==> src/ssp_pkg.sv <==
package ssp_pkg;

	// ------------------------------------------------------------
	// Sizes
	// ------------------------------------------------------------
	localparam int PIN_N  = 6;
	localparam int ADDR_W = 3;
	localparam int DATA_W = 24;
	localparam int WORD_W = 24;

	// ------------------------------------------------------------
	// Register addresses
	// ------------------------------------------------------------
	localparam logic [2:0] ADDR_FUNC_SEL  = 3'h0;
	localparam logic [2:0] ADDR_DIR       = 3'h1;
	localparam logic [2:0] ADDR_GPIO_OUT  = 3'h2;
	localparam logic [2:0] ADDR_PIN_LEVEL = 3'h3;
	localparam logic [2:0] ADDR_SER_CTRL  = 3'h4;
	localparam logic [2:0] ADDR_TX_DATA   = 3'h5;
	localparam logic [2:0] ADDR_RX_DATA   = 3'h6;
	localparam logic [2:0] ADDR_STATUS    = 3'h7;

	// ------------------------------------------------------------
	// Reset values
	// ------------------------------------------------------------
	localparam logic [5:0]  RST_FUNC_SEL = 6'h00;
	localparam logic [5:0]  RST_DIR      = 6'h00;
	localparam logic [5:0]  RST_GPIO_OUT = 6'h00;
	localparam logic [23:0] RST_SER_CTRL = 24'h040000;

	// ------------------------------------------------------------
	// Pin positions
	// ------------------------------------------------------------
	localparam int PIN_CTRL_A = 0;
	localparam int PIN_CTRL_B = 1;
	localparam int PIN_FS     = 2;
	localparam int PIN_SCLK   = 3;
	localparam int PIN_RXD    = 4;
	localparam int PIN_TXD    = 5;

	// ------------------------------------------------------------
	// Status bit positions
	// ------------------------------------------------------------
	localparam int ST_TX_EMPTY   = 0;
	localparam int ST_RX_FULL    = 1;
	localparam int ST_TX_UNDERRUN = 2;
	localparam int ST_RX_OVERRUN = 3;
	localparam int ST_TX_BUSY    = 4;
	localparam int ST_RX_BUSY    = 5;

	// ------------------------------------------------------------
	// Timing
	// ------------------------------------------------------------
	localparam int SYS_CLK_MHZ        = 200;
	localparam int SCLK_MIN_PERIOD_T  = 6;
	localparam int SCLK_MIN_HALF_CYC  = SCLK_MIN_PERIOD_T / 2;

	// ------------------------------------------------------------
	// Types
	// ------------------------------------------------------------
	typedef struct packed {
		logic [7:0] clk_half;
		logic [2:0] rsv;
		logic       rx_en;
		logic       tx_en;
		logic       flag1_val;
		logic       flag0_val;
		logic       flag1_dir;
		logic       flag0_dir;
		logic       ctl_b_tx;
		logic       ctl_a_tx;
		logic       rxfs_out;
		logic       rxclk_out;
		logic       fs_out;
		logic       clk_out;
		logic       sync_mode;
	} ssp_ctrl_t;

	typedef struct packed {
		logic [ADDR_W-1:0] addr;
		logic [DATA_W-1:0] wdata;
		logic              wr;
		logic              rd;
	} ssp_bus_req_t;

	typedef struct packed {
		logic [PIN_N-1:0] out;
		logic [PIN_N-1:0] oe;
	} ssp_pin_drv_t;

endpackage

==> src/ssp_pin_logic.sv <==
`timescale 1ns/1ps
module ssp_pin_logic
	import ssp_pkg::*;
#(
	parameter int WORD_BITS = ssp_pkg::WORD_W
) (
	input  wire logic                   sys_clk,
	input  wire logic                   rstn,
	input  wire ssp_pkg::ssp_bus_req_t  bus_req,
	output logic [ssp_pkg::DATA_W-1:0]  rd_data,
	input  wire logic [ssp_pkg::PIN_N-1:0] pin_in,
	output ssp_pkg::ssp_pin_drv_t       pin_drv
);
	import ssp_pkg::*;

	localparam int FW = $clog2(WORD_BITS);
	localparam logic [FW-1:0] FS_LAST  = FW'(WORD_BITS - 1);
	localparam logic [7:0]    MIN_HALF = 8'(SCLK_MIN_HALF_CYC);

	// ------------------------------------------------------------
	// Declarations
	// ------------------------------------------------------------
	logic [PIN_N-1:0]     func_sel, next_func_sel;
	logic [PIN_N-1:0]     dir, next_dir;
	logic [PIN_N-1:0]     gpio_out, next_gpio_out;
	ssp_ctrl_t            ctrl, next_ctrl;
	logic [WORD_BITS-1:0] tx_buf, next_tx_buf;
	logic [WORD_BITS-1:0] rx_buf, next_rx_buf;
	logic                 tx_full, next_tx_full;
	logic                 rx_full, next_rx_full;
	logic                 tx_unf, next_tx_unf;
	logic                 rx_ovf, next_rx_ovf;
	logic [DATA_W-1:0]    next_rd_data;
	ssp_pin_drv_t         next_pin_drv;

	logic [PIN_N-1:0]     pin_s;
	logic [7:0]           int_cnt, next_int_cnt;
	logic                 int_sclk, next_int_sclk;
	logic [FW-1:0]        fs_cnt, next_fs_cnt;
	logic                 sclk_prev, next_sclk_prev;
	logic                 rxclk_prev, next_rxclk_prev;

	logic [7:0]           half;
	logic                 int_tick, int_rise, int_fall;
	logic                 ext_rise, ext_fall, erx_rise, erx_fall;
	logic                 tx_rise, tx_fall, rx_rise, rx_fall;
	logic                 fs_int, tx_fs, rx_fs;
	logic                 tx_start, rx_start;
	logic [WORD_BITS-1:0] tx_word, rx_word;
	logic                 tx_busy, rx_busy, rx_done;
	logic                 tx_bit;
	logic [PIN_N-1:0]     ser_out, ser_oe;
	logic                 wr_hit_tx, rd_hit_rx;

	// ------------------------------------------------------------
	// Pin input synchroniser
	// ------------------------------------------------------------
	ssp_sync2 #(.W (PIN_N)) u_sync (
		.sys_clk  (sys_clk),
		.rstn     (rstn),
		.async_in (pin_in),
		.sync_out (pin_s)
	);

	// ------------------------------------------------------------
	// Bit clock and frame timing
	// ------------------------------------------------------------
	always_comb begin
		// Internal clock never runs faster than an external one may
		half = (ctrl.clk_half < MIN_HALF) ? MIN_HALF : ctrl.clk_half;
		int_tick = (int_cnt >= half - 8'h01);
		int_rise = int_tick & ~int_sclk;
		int_fall = int_tick & int_sclk;
		next_int_cnt  = int_tick ? 8'h00 : int_cnt + 8'h01;
		next_int_sclk = int_tick ? ~int_sclk : int_sclk;
		ext_rise = pin_s[PIN_SCLK] & ~sclk_prev;
		ext_fall = ~pin_s[PIN_SCLK] & sclk_prev;
		erx_rise = pin_s[PIN_CTRL_A] & ~rxclk_prev;
		erx_fall = ~pin_s[PIN_CTRL_A] & rxclk_prev;
		next_sclk_prev  = pin_s[PIN_SCLK];
		next_rxclk_prev = pin_s[PIN_CTRL_A];
		tx_rise = ctrl.clk_out ? int_rise : ext_rise;
		tx_fall = ctrl.clk_out ? int_fall : ext_fall;
		if (ctrl.sync_mode) begin
			rx_rise = tx_rise;
			rx_fall = tx_fall;
		end else begin
			rx_rise = ctrl.rxclk_out ? int_rise : erx_rise;
			rx_fall = ctrl.rxclk_out ? int_fall : erx_fall;
		end
		next_fs_cnt = fs_cnt;
		if (!(ctrl.tx_en | ctrl.rx_en)) begin
			next_fs_cnt = '0;
		end else if (tx_rise) begin
			next_fs_cnt = (fs_cnt == FS_LAST) ? '0 : fs_cnt + 1'b1;
		end
		fs_int = (ctrl.tx_en | ctrl.rx_en) & (fs_cnt == '0);
		tx_fs = ctrl.fs_out ? fs_int : pin_s[PIN_FS];
		if (ctrl.sync_mode) begin
			rx_fs = tx_fs;
		end else begin
			rx_fs = ctrl.rxfs_out ? fs_int : pin_s[PIN_CTRL_B];
		end
		tx_start = tx_rise & tx_fs & ctrl.tx_en;
		rx_start = rx_rise & rx_fs & ctrl.rx_en;
	end

	always_ff @(posedge sys_clk) begin
		if (!rstn) begin
			int_cnt    <= 8'h00;
			int_sclk   <= 1'b0;
			fs_cnt     <= '0;
			sclk_prev  <= 1'b0;
			rxclk_prev <= 1'b0;
		end else begin
			int_cnt    <= next_int_cnt;
			int_sclk   <= next_int_sclk;
			fs_cnt     <= next_fs_cnt;
			sclk_prev  <= next_sclk_prev;
			rxclk_prev <= next_rxclk_prev;
		end
	end

	// ------------------------------------------------------------
	// Shift words
	// ------------------------------------------------------------
	// transmit word
	ssp_shift #(.W (WORD_BITS)) u_tx (
		.sys_clk  (sys_clk),
		.rstn     (rstn),
		.start    (tx_start),
		.step     (tx_rise),
		.sin      (1'b0),
		.load_val (tx_full ? tx_buf : '0),
		.data     (tx_word),
		.busy     (tx_busy),
		.done     ()
	);

	ssp_shift #(.W (WORD_BITS)) u_rx (
		.sys_clk  (sys_clk),
		.rstn     (rstn),
		.start    (rx_start),
		.step     (rx_fall),
		.sin      (pin_s[PIN_RXD]),
		.load_val ('0),
		.data     (rx_word),
		.busy     (rx_busy),
		.done     (rx_done)
	);

	assign tx_bit = tx_word[WORD_BITS-1];

	// ------------------------------------------------------------
	// Register file
	// ------------------------------------------------------------
	always_comb begin
		next_func_sel = func_sel;
		next_dir      = dir;
		next_gpio_out = gpio_out;
		next_ctrl     = ctrl;
		next_tx_buf   = tx_buf;
		next_rx_buf   = rx_buf;
		next_tx_full  = tx_full;
		next_rx_full  = rx_full;
		next_tx_unf   = tx_unf;
		next_rx_ovf   = rx_ovf;
		wr_hit_tx = bus_req.wr & (bus_req.addr == ADDR_TX_DATA);
		rd_hit_rx = bus_req.rd & (bus_req.addr == ADDR_RX_DATA);
		if (bus_req.wr) begin
			case (bus_req.addr)
				ADDR_FUNC_SEL: next_func_sel = bus_req.wdata[PIN_N-1:0];
				ADDR_DIR:      next_dir      = bus_req.wdata[PIN_N-1:0];
				ADDR_GPIO_OUT: next_gpio_out = bus_req.wdata[PIN_N-1:0];
				ADDR_SER_CTRL: next_ctrl     = ssp_ctrl_t'(bus_req.wdata);
				ADDR_TX_DATA:  next_tx_buf   = bus_req.wdata[WORD_BITS-1:0];
				ADDR_STATUS: begin
					next_tx_unf = tx_unf & ~bus_req.wdata[ST_TX_UNDERRUN];
					next_rx_ovf = rx_ovf & ~bus_req.wdata[ST_RX_OVERRUN];
				end
				default: ;
			endcase
		end
		// Hardware sets are applied last so they win over clears
		next_tx_full = (tx_full & ~tx_start) | wr_hit_tx;
		if (tx_start & ~tx_full) begin
			next_tx_unf = 1'b1;
		end
		if (rd_hit_rx) begin
			next_rx_full = 1'b0;
		end
		if (rx_done) begin
			next_rx_buf  = rx_word;
			next_rx_full = 1'b1;
			if (rx_full & ~rd_hit_rx) begin
				next_rx_ovf = 1'b1;
			end
		end
	end

	always_ff @(posedge sys_clk) begin
		if (!rstn) begin
			func_sel <= RST_FUNC_SEL;
			dir      <= RST_DIR;
			gpio_out <= RST_GPIO_OUT;
			ctrl     <= ssp_ctrl_t'(RST_SER_CTRL);
			tx_buf   <= '0;
			rx_buf   <= '0;
			tx_full  <= 1'b0;
			rx_full  <= 1'b0;
			tx_unf   <= 1'b0;
			rx_ovf   <= 1'b0;
		end else begin
			func_sel <= next_func_sel;
			dir      <= next_dir;
			gpio_out <= next_gpio_out;
			ctrl     <= next_ctrl;
			tx_buf   <= next_tx_buf;
			rx_buf   <= next_rx_buf;
			tx_full  <= next_tx_full;
			rx_full  <= next_rx_full;
			tx_unf   <= next_tx_unf;
			rx_ovf   <= next_rx_ovf;
		end
	end

	// ------------------------------------------------------------
	// Serial pin roles
	// ------------------------------------------------------------
	always_comb begin
		// Extra transmitter outputs mirror the one transmit stream
		if (ctrl.sync_mode) begin
			ser_oe[PIN_CTRL_A]  = ctrl.ctl_a_tx ? tx_busy : ctrl.flag0_dir;
			ser_out[PIN_CTRL_A] = ctrl.ctl_a_tx ? tx_bit : ctrl.flag0_val;
			ser_oe[PIN_CTRL_B]  = ctrl.ctl_b_tx ? tx_busy : ctrl.flag1_dir;
			ser_out[PIN_CTRL_B] = ctrl.ctl_b_tx ? tx_bit : ctrl.flag1_val;
		end else begin
			ser_oe[PIN_CTRL_A]  = ctrl.rxclk_out;
			ser_out[PIN_CTRL_A] = int_sclk;
			ser_oe[PIN_CTRL_B]  = ctrl.rxfs_out;
			ser_out[PIN_CTRL_B] = fs_int;
		end
		ser_oe[PIN_FS]    = ctrl.fs_out;
		ser_out[PIN_FS]   = fs_int;
		ser_oe[PIN_SCLK]  = ctrl.clk_out;
		ser_out[PIN_SCLK] = int_sclk;
		ser_oe[PIN_RXD]   = 1'b0;
		ser_out[PIN_RXD]  = 1'b0;
		ser_oe[PIN_TXD]   = tx_busy;
		ser_out[PIN_TXD]  = tx_bit;
	end

	// ------------------------------------------------------------
	// Pin multiplexer, one slice per pin
	// ------------------------------------------------------------
	for (genvar n = 0; n < PIN_N; n++) begin : g_pin
		assign next_pin_drv.oe[n]  = func_sel[n] ? ser_oe[n] : dir[n];
		assign next_pin_drv.out[n] = func_sel[n] ? ser_out[n] : gpio_out[n];
	end

	// ------------------------------------------------------------
	// Read data
	// ------------------------------------------------------------
	always_comb begin
		next_rd_data = '0;
		if (bus_req.rd) begin
			case (bus_req.addr)
				ADDR_FUNC_SEL:  next_rd_data = DATA_W'(func_sel);
				ADDR_DIR:       next_rd_data = DATA_W'(dir);
				ADDR_GPIO_OUT:  next_rd_data = DATA_W'(gpio_out);
				ADDR_PIN_LEVEL: next_rd_data = DATA_W'(pin_s);
				ADDR_SER_CTRL:  next_rd_data = DATA_W'(ctrl);
				ADDR_TX_DATA:   next_rd_data = DATA_W'(tx_buf);
				ADDR_RX_DATA:   next_rd_data = DATA_W'(rx_buf);
				ADDR_STATUS: begin
					next_rd_data[ST_TX_EMPTY]    = ~tx_full;
					next_rd_data[ST_RX_FULL]     = rx_full;
					next_rd_data[ST_TX_UNDERRUN] = tx_unf;
					next_rd_data[ST_RX_OVERRUN]  = rx_ovf;
					next_rd_data[ST_TX_BUSY]     = tx_busy;
					next_rd_data[ST_RX_BUSY]     = rx_busy;
				end
				default: next_rd_data = '0;
			endcase
		end
	end

	always_ff @(posedge sys_clk) begin
		if (!rstn) begin
			rd_data <= '0;
			pin_drv <= '0;
		end else begin
			rd_data <= next_rd_data;
			pin_drv <= next_pin_drv;
		end
	end
endmodule // ssp_pin_logic

==> src/ssp_sync2.sv <==
`timescale 1ns/1ps
module ssp_sync2 #(
	parameter int W = 6
) (
	input  wire logic         sys_clk,
	input  wire logic         rstn,
	input  wire logic [W-1:0] async_in,
	output logic      [W-1:0] sync_out
);
	logic [W-1:0] meta;

	// ------------------------------------------------------------
	// Two-stage synchroniser, first stage read only by the second
	// ------------------------------------------------------------
	always_ff @(posedge sys_clk) begin
		if (!rstn) begin
			meta     <= '0;
			sync_out <= '0;
		end else begin
			meta     <= async_in;
			sync_out <= meta;
		end
	end
endmodule // ssp_sync2

==> src/ssp_shift.sv <==
`timescale 1ns/1ps
module ssp_shift #(
	parameter int W = 24
) (
	input  wire logic         sys_clk,
	input  wire logic         rstn,
	input  wire logic         start,
	input  wire logic         step,
	input  wire logic         sin,
	input  wire logic [W-1:0] load_val,
	output logic      [W-1:0] data,
	output logic              busy,
	output logic              done
);
	localparam int CW = $clog2(W);
	localparam logic [CW-1:0] LAST = CW'(W - 1);

	logic [CW-1:0] cnt;
	logic [W-1:0]  next_data;
	logic [CW-1:0] next_cnt;
	logic          next_busy;
	logic          next_done;

	// ------------------------------------------------------------
	// Word shifter: start reloads, each step while busy moves one bit MSB first
	// ------------------------------------------------------------
	always_comb begin
		next_data = data;
		next_cnt  = cnt;
		next_busy = busy;
		next_done = step & busy & (cnt == LAST);
		// Start beats step so back-to-back words leave no gap
		if (start) begin
			next_data = load_val;
			next_cnt  = '0;
			next_busy = 1'b1;
		end else if (step & busy) begin
			next_data = {data[W-2:0], sin};
			if (cnt == LAST) begin
				next_busy = 1'b0;
			end else begin
				next_cnt = cnt + 1'b1;
			end
		end
	end

	always_ff @(posedge sys_clk) begin
		if (!rstn) begin
			data <= '0;
			cnt  <= '0;
			busy <= 1'b0;
			done <= 1'b0;
		end else begin
			data <= next_data;
			cnt  <= next_cnt;
			busy <= next_busy;
			done <= next_done;
		end
	end
endmodule // ssp_shift

==> config.mk <==
export PLATFORM = sky130hd
export DESIGN_NAME = ssp_pin_logic
export DESIGN_NICKNAME = d
export VERILOG_FILES = /design/src/ssp_pkg.sv /design/src/ssp_pin_logic.sv /design/src/ssp_sync2.sv /design/src/ssp_shift.sv
export SDC_FILE = /design/constraint.sdc
export NUM_CORES = 1
export LEC_CHECK = 0
export BUFFER_PORTS_ARGS = -buffer_cell sky130_fd_sc_hd__buf_2
export CORE_MARGIN = 2
export CORE_UTILIZATION = 55
export CTS_CLUSTER_DIAMETER = 60
export DETAILED_ROUTE_END_ITERATION = 16
export PLACE_DENSITY = 0.74
export SETUP_SLACK_MARGIN = 0.5
export SLEW_MARGIN = 20
export SYNTH_ARGS = -nofsm -noshare
export SYNTH_HDL_FRONTEND = slang
export SYNTH_SLANG_ARGS = --single-unit
==> constraint.sdc <==
create_clock -name sys_clk -period 4.1 [get_ports sys_clk]
set_clock_uncertainty 0.1 [all_clocks]
set_input_delay 0.615 -clock sys_clk [delete_from_list [all_inputs] [get_ports sys_clk]]
set_output_delay 0.615 -clock sys_clk [all_outputs]
set_load 0.01 [all_outputs]
# Word-level counts from Yosys, hierarchy flattened
# Index checks and enable logic that the tools add are counted.
# classes
eq_ne,10
n_lt_le_gt_ge,2
mux,47
n_reduce_logical,25
n_bitwise,36
n_addsub,5
# op_table
cell,n
24-bit 2-to-1 mux,3
18-bit case mux with 3 select lines,1
6-bit case mux with 8 select lines,1
1-bit 2-to-1 mux,38
2-bit AND reduction,12
1-bit bitwise AND,21
5-bit by 1-bit adder with 5-bit output (second input constant),3
5-bit == test (second input constant),3
2-bit nonzero test,7
1-bit inverter,13
3-bit == test (second input constant),4
8-bit by 1-bit adder with 8-bit output (second input constant),1
8-bit greater-or-equal comparator,1
8-bit by 2-bit < comparator with 1-bit output (second input constant),1
8-bit 2-to-1 mux,1
2-bit OR reduction,4
8-bit by 1-bit subtractor with 8-bit output (second input constant),1
3-bit by 2-bit == test with 1-bit output (second input constant),2
5-bit zero test,1
5-bit 2-to-1 mux,1
2-bit 2-to-1 mux,2
3-bit by 1-bit == test with 1-bit output (second input constant),1
3-bit zero test,1
1-bit OR,2
# word_totals
out_inout_bits,36
reg_bits,219

# Logic depth before layout (Yosys ltp)
# logic_depth
word_depth,11
depth_mapped,16

# Hierarchy
# Synthesis repeated with hierarchy kept, for this count alone.
# unflattened
hier_cells,1066
hier_area_um2,10098.4
# by_module_without_submodules
module,instances,area_each_um2,cells_each
ssp_pin_logic,1,6766.5,759
ssp_shift,2,1497.7,141
ssp_sync2,1,336.6,25

# Worst setup path after synthesis
# No wires, ideal clock.
# synth_path
path_type,register to register
from,register ctrl[18] (netlist bit)
to,register fs_cnt[4]
setup_time_ns,0.070
n_path_buf,1
path_slack_ns,0.774
arrival_ns,3.155
stages_incl_launch_ff,16
path_cell_list,dfxtp_1 -> or4_1 -> nor3_1 -> nor2_1 -> ha_1 -> inv_1 -> nor2_1 -> xnor2_1 -> ha_1 -> nand2_1 -> nor2_1 -> o21a_2 -> o21ai_2 -> buf_2 -> or4_1 -> a21oi_1
# synth_between
elab_chain_cells,6
# synth_lines
item,line_no,rtl
from (decl),ssp_pin_logic.sv:26,"ssp_ctrl_t ctrl, next_ctrl;"
from (signal assigned),ssp_pin_logic.sv:206,ctrl <= ssp_ctrl_t'(RST_SER_CTRL);
from (signal assigned),ssp_pin_logic.sv:217,ctrl <= next_ctrl;
8-bit by 2-bit < comparator with 1-bit output,ssp_pin_logic.sv:70,half = (ctrl.clk_half < MIN_HALF) ? MIN_HALF : ctrl.clk_half;
8-bit 2-to-1 mux (*),ssp_pin_logic.sv:70,
8-bit by 1-bit subtractor with 8-bit output (*),ssp_pin_logic.sv:71,int_tick = (int_cnt >= half - 8'h01);
8-bit greater-or-equal comparator (*),ssp_pin_logic.sv:71,
1-bit bitwise AND (*),ssp_pin_logic.sv:72,int_rise = int_tick & ~int_sclk;
1-bit 2-to-1 mux (*),ssp_pin_logic.sv:82,tx_rise = ctrl.clk_out ? int_rise : ext_rise;
to (signal assigned),ssp_pin_logic.sv:118,fs_cnt <= next_fs_cnt;
to (decl),ssp_pin_logic.sv:39,"logic [FW-1:0] fs_cnt, next_fs_cnt;"
# Mark *: on every way between the ends. The rest lies on a longest branch, timed or not.
# A chain may end at the register's enable or synchronous reset.

# Worst setup path in the final report
# layout_path
from,register ctrl[18] (netlist bit)
to,register u_rx.cnt[4]
# layout_between
elab_chain_cells,10
elab_cells_between_ends,17
# layout_lines
item,line_no,rtl
8-bit by 2-bit < comparator with 1-bit output,ssp_pin_logic.sv:70,
8-bit 2-to-1 mux (*),ssp_pin_logic.sv:70,
8-bit by 1-bit subtractor with 8-bit output (*),ssp_pin_logic.sv:71,
8-bit greater-or-equal comparator (*),ssp_pin_logic.sv:71,
1-bit bitwise AND,ssp_pin_logic.sv:72,
"1-bit 2-to-1 mux, on equally long branches","ssp_pin_logic.sv:88, ssp_pin_logic.sv:82",
1-bit 2-to-1 mux,ssp_pin_logic.sv:84,if (ctrl.sync_mode) begin
1-bit bitwise AND (2 in a row),ssp_pin_logic.sv:105,rx_start = rx_rise & rx_fs & ctrl.rx_en;
2-bit OR reduction (no source line),n/a,
to (signal assigned),ssp_shift.sv:55,cnt <= next_cnt;
to (decl),ssp_shift.sv:18,logic [CW-1:0] cnt;
# Marked as above.

==> metrics.txt <==
Seq cells post-synth ~220; TritonCTS Buffers 24; Final Setup Violations 0; port buffer count 72; first drt pass iteration count 7; final worst-path cycle share ~84%; CP Buf/Inv Count 1; clock root cell clkbuf_16; core region area 17200 µm²; Congestion Overflow GR 0; Die H 136 µm; first-pass GRT wire length 38.1 mm; top cell type's share of synthesized area 45.4%; wire length per cell roughly 18 µm; CP Depth 14; RSZ-0062 raised after global routing no; Cells after Synth around 1.1k; CP Cell Sequence or4_4, nor3_4, nor2_1, ha_2, inv_1, nor2_1, xnor2_1, ha_1, nand2_2, nor2_4, nand2_1, o2111a_2, or4_1, a21oi_1; Worst R2R End u_rx.cnt[4]$_SDFFE_PP0P_; TritonCTS clock tree built; kind of cell adding the most delay to the critical path simple AND/OR/NAND/NOR gates; DRT iter0 DRCs 676; vias per cell 5.81; largest net degree at the start of global routing 46; Yosys cell types 64; area grow syn2layout 13.5%; Netlist Area Pre-Place slightly below 10000 µm²; Die Width ~140 µm; GPL Wtd Cong 0.935; routed vias 7963; reg2reg setup slack between 0.6 and 0.7 ns; CP Class flop to flop; detailed-route DRC error count 0; Power Density 423 nW/µm²; IO Pins 73; Max VDD drop 0.347 mV; Final Critical Period 3.46 ns; layout cells sized above 1 14.1%; Synth Warn # 0; Pwr Total 4.63 mW; f_max 289 MHz; Setup crit start ctrl[18]$_SDFFE_PN1P_; Maximum Capacitance Violations 0; cell taking the most area after synthesis dfxtp_1; H-tree depth 1; HP Class input port to flop; status finished, final reports clean; Hold Path Cell Cnt 2; Rows 48; FF-to-FF path depth 14; starting density of the core 56.0%; Non-Filler Instances around 1.4k; number of flops mapped to enable cells by yosys 0; pins over their slew limit 0; LEAKAGE 3.89 nW; max incr delay on CP around 0.57 ns; Inst Count DP 1324; antenna viol nets, final 0; deepest clock path buffer count 3; Post-Syn Nets 1139; slowest stage cell on the critical path or4_4; Final Hold Vio Count 0; Worst Setup Start Kind flop; Synth area leaders dfxtp_1 45%, mux2i_1 8.2%, nor2b_1 5.2%; CTS clk-pin slew, worst paths around 0.060 ns; Sink Count 219; Worst-Skew Late Latency 0.52 ns; Ant. Diodes 0; Data required, critical path 4.45 ns; crit path max fanout 8; Syn Area/Cell 8.87 µm²; crit path DAT 3.81 ns; HPWL Detailed 16.0 mm; Setup Total Neg Slack 0 ns; Main synth FF type dfxtp_1; Routed WL roughly 24 mm; nets@finish around 1.2k; CP endpoint u_rx.cnt[4]$_SDFFE_PP0P_; Die Area about 19000 µm²; initial antenna violation count 0; crit end category flop; GRT Resource Usage Total between 20% and 30%; min-delay src pin_in[4]; Seq/Total Area, Yosys 45.4%; CP most frequent cell nor2_1; Async SR Flop Fraction 0%; Slew HR 41.1%; vias in the first global route 7281; Worst Tran Pin Value approximately 0.9 ns; R2R Path Start ctrl[18]$_SDFFE_PN1P_
-- layout by cell type, fill, tap and decap left out, types with 20 or more instances in the layout --
cell,Yosys,layout
nand3_1,61,61
buf_2,17,71
nor2b_1,80,79
o21ai_0,64,62
nand2_1,123,121
o221a_1,20,20
nor2_1,78,76
a21oi_1,63,62
dfxtp_1,219,217
clkbuf_16,0,24
mux2i_1,79,79
a21boi_0,53,53
and2_1,20,20
-- worst register-to-register path, delay by kind of cell (launching register included) --
| kind | cells | cell delay, ns |
|---|---|---|
| adders and majority gates | 2 | 0.51 |
| DFF | 1 | 0.35 |
| AOI/OAI and AO/OA | 2 | 0.50 |
| xor gates and xnor gates | 1 | 0.12 |
| buffers and inverters | 1 | 0.06 |
| and+or+nand+nor | 8 | 1.75 |
-- sequential cells by signal (all words and copies together) (netlist names), 5 cells and up --
register	flops
ctrl	24
dir	6
fs_cnt	5
func_sel	6
gpio_out	6
int_cnt	8
pin_drv	12
rd_data	24
rx_buf	24
tx_buf	24
u_rx.cnt	5
u_rx.data	24
u_sync.meta	6
u_sync.sync_out	6
u_tx.cnt	5
u_tx.data	24
-- how the worst min path moves through the flow --
stage                               endpoint  slack (ns)
2_1_floorplan  u_sync.sync_out[0]$_SDFF_PN0_        0.31
3_3_place_gp   u_sync.sync_out[3]$_SDFF_PN0_        0.32
3_5_place_dp   u_sync.sync_out[1]$_SDFF_PN0_        0.32
4_1_cts            u_sync.meta[2]$_SDFF_PN0_        0.20
5_1_grt            u_sync.meta[3]$_SDFF_PN0_        0.21
6_report           u_sync.meta[4]$_SDFF_PN0_        0.21
-- layout make-up --
cell class,count,area (µm²)
Clock inverter,11,95.1
Multi-Input combinational cell,773,4940
Clock buffer,33,654
Tap cell,225,282
Inverter,17,63.8
Sequential cell,219,4390
Fill cell,1454,6280
Timing Repair Buffer,93,532
-- metrics by stage --
step | util, % | area [µm²] | worst slack [ns] | hold slack (ns)
2_1_floorplan | - | 9660 | 0.774 | 0.312
3_3_place_gp | 58.7 | 10100 | 0.493 | 0.315
3_5_place_dp | 58.7 | 10100 | 0.352 | 0.317
4_1_cts | 63.1 | 10900 | 0.566 | 0.199
5_1_grt | 63.6 | 11000 | 0.498 | 0.205
6_report | 63.6 | 11000 | 0.645 | 0.206
-- routing by layer --
layer	routed length (µm)	global-route usage [%]	vias to the layer above
met2	10900	40.2	248
met3	1300	3.30	39
met1	11300	37.1	3801
met5	0	0	-
met4	501	6.77	0
li1	-	-	3875
-- Yosys cell counts (all sizes together) (2+ instances only) --
cell type and count:
and3 6, a31oi 4, nand2b 6, o31ai 6, a211oi 3, inv 17, a22oi 2, nand3 61
buf 26, or3 5, ha 14, nor3b 2, nand4 8, xnor2 6, mux2 3, or2 2
a221oi 5, mux4 2, nand2 123, nor4b 2, nor2b 80, nor2 78, xor2 7, nand4b 2
nor3 7, mux2i 79, o211ai 2, dfxtp 219, o2111ai 2, or4 6, o221a 24, a221o 2
a21boi 55, o21ai 66, clkbuf 54, and2 20, a21oi 64, o21a 4
-- power by group --
part	internal (mW)	switching, mW	total, mW
clock	1.18	0.862	2.05
sequential	2.17	0.0527	2.22
combinational	0.140	0.224	0.364
-- what timing repair did --
item,in CTS,in global routing
pin swaps,1,4
gates resized for setup,3,20
setup endpoints to repair,58,64
buffers inserted,0,2
cloned,0,1
hold buffers,0,0
-- cell families after synthesis --
group / after synthesis / share of synthesized area [%]
AO/OA/AOI/OAI: 249 / 17.3
XOR/XNOR: 13 / 1.18
adder cells (fa/ha/maj): 14 / 1.81
buffers and inverters: 97 / 4.30
flip-flops: 219 / 45.4
multiplexers: 84 / 9.01
AND/OR/NAND/NOR: 412 / 21.0
Note: power is estimated with default switching activity, not from simulation.
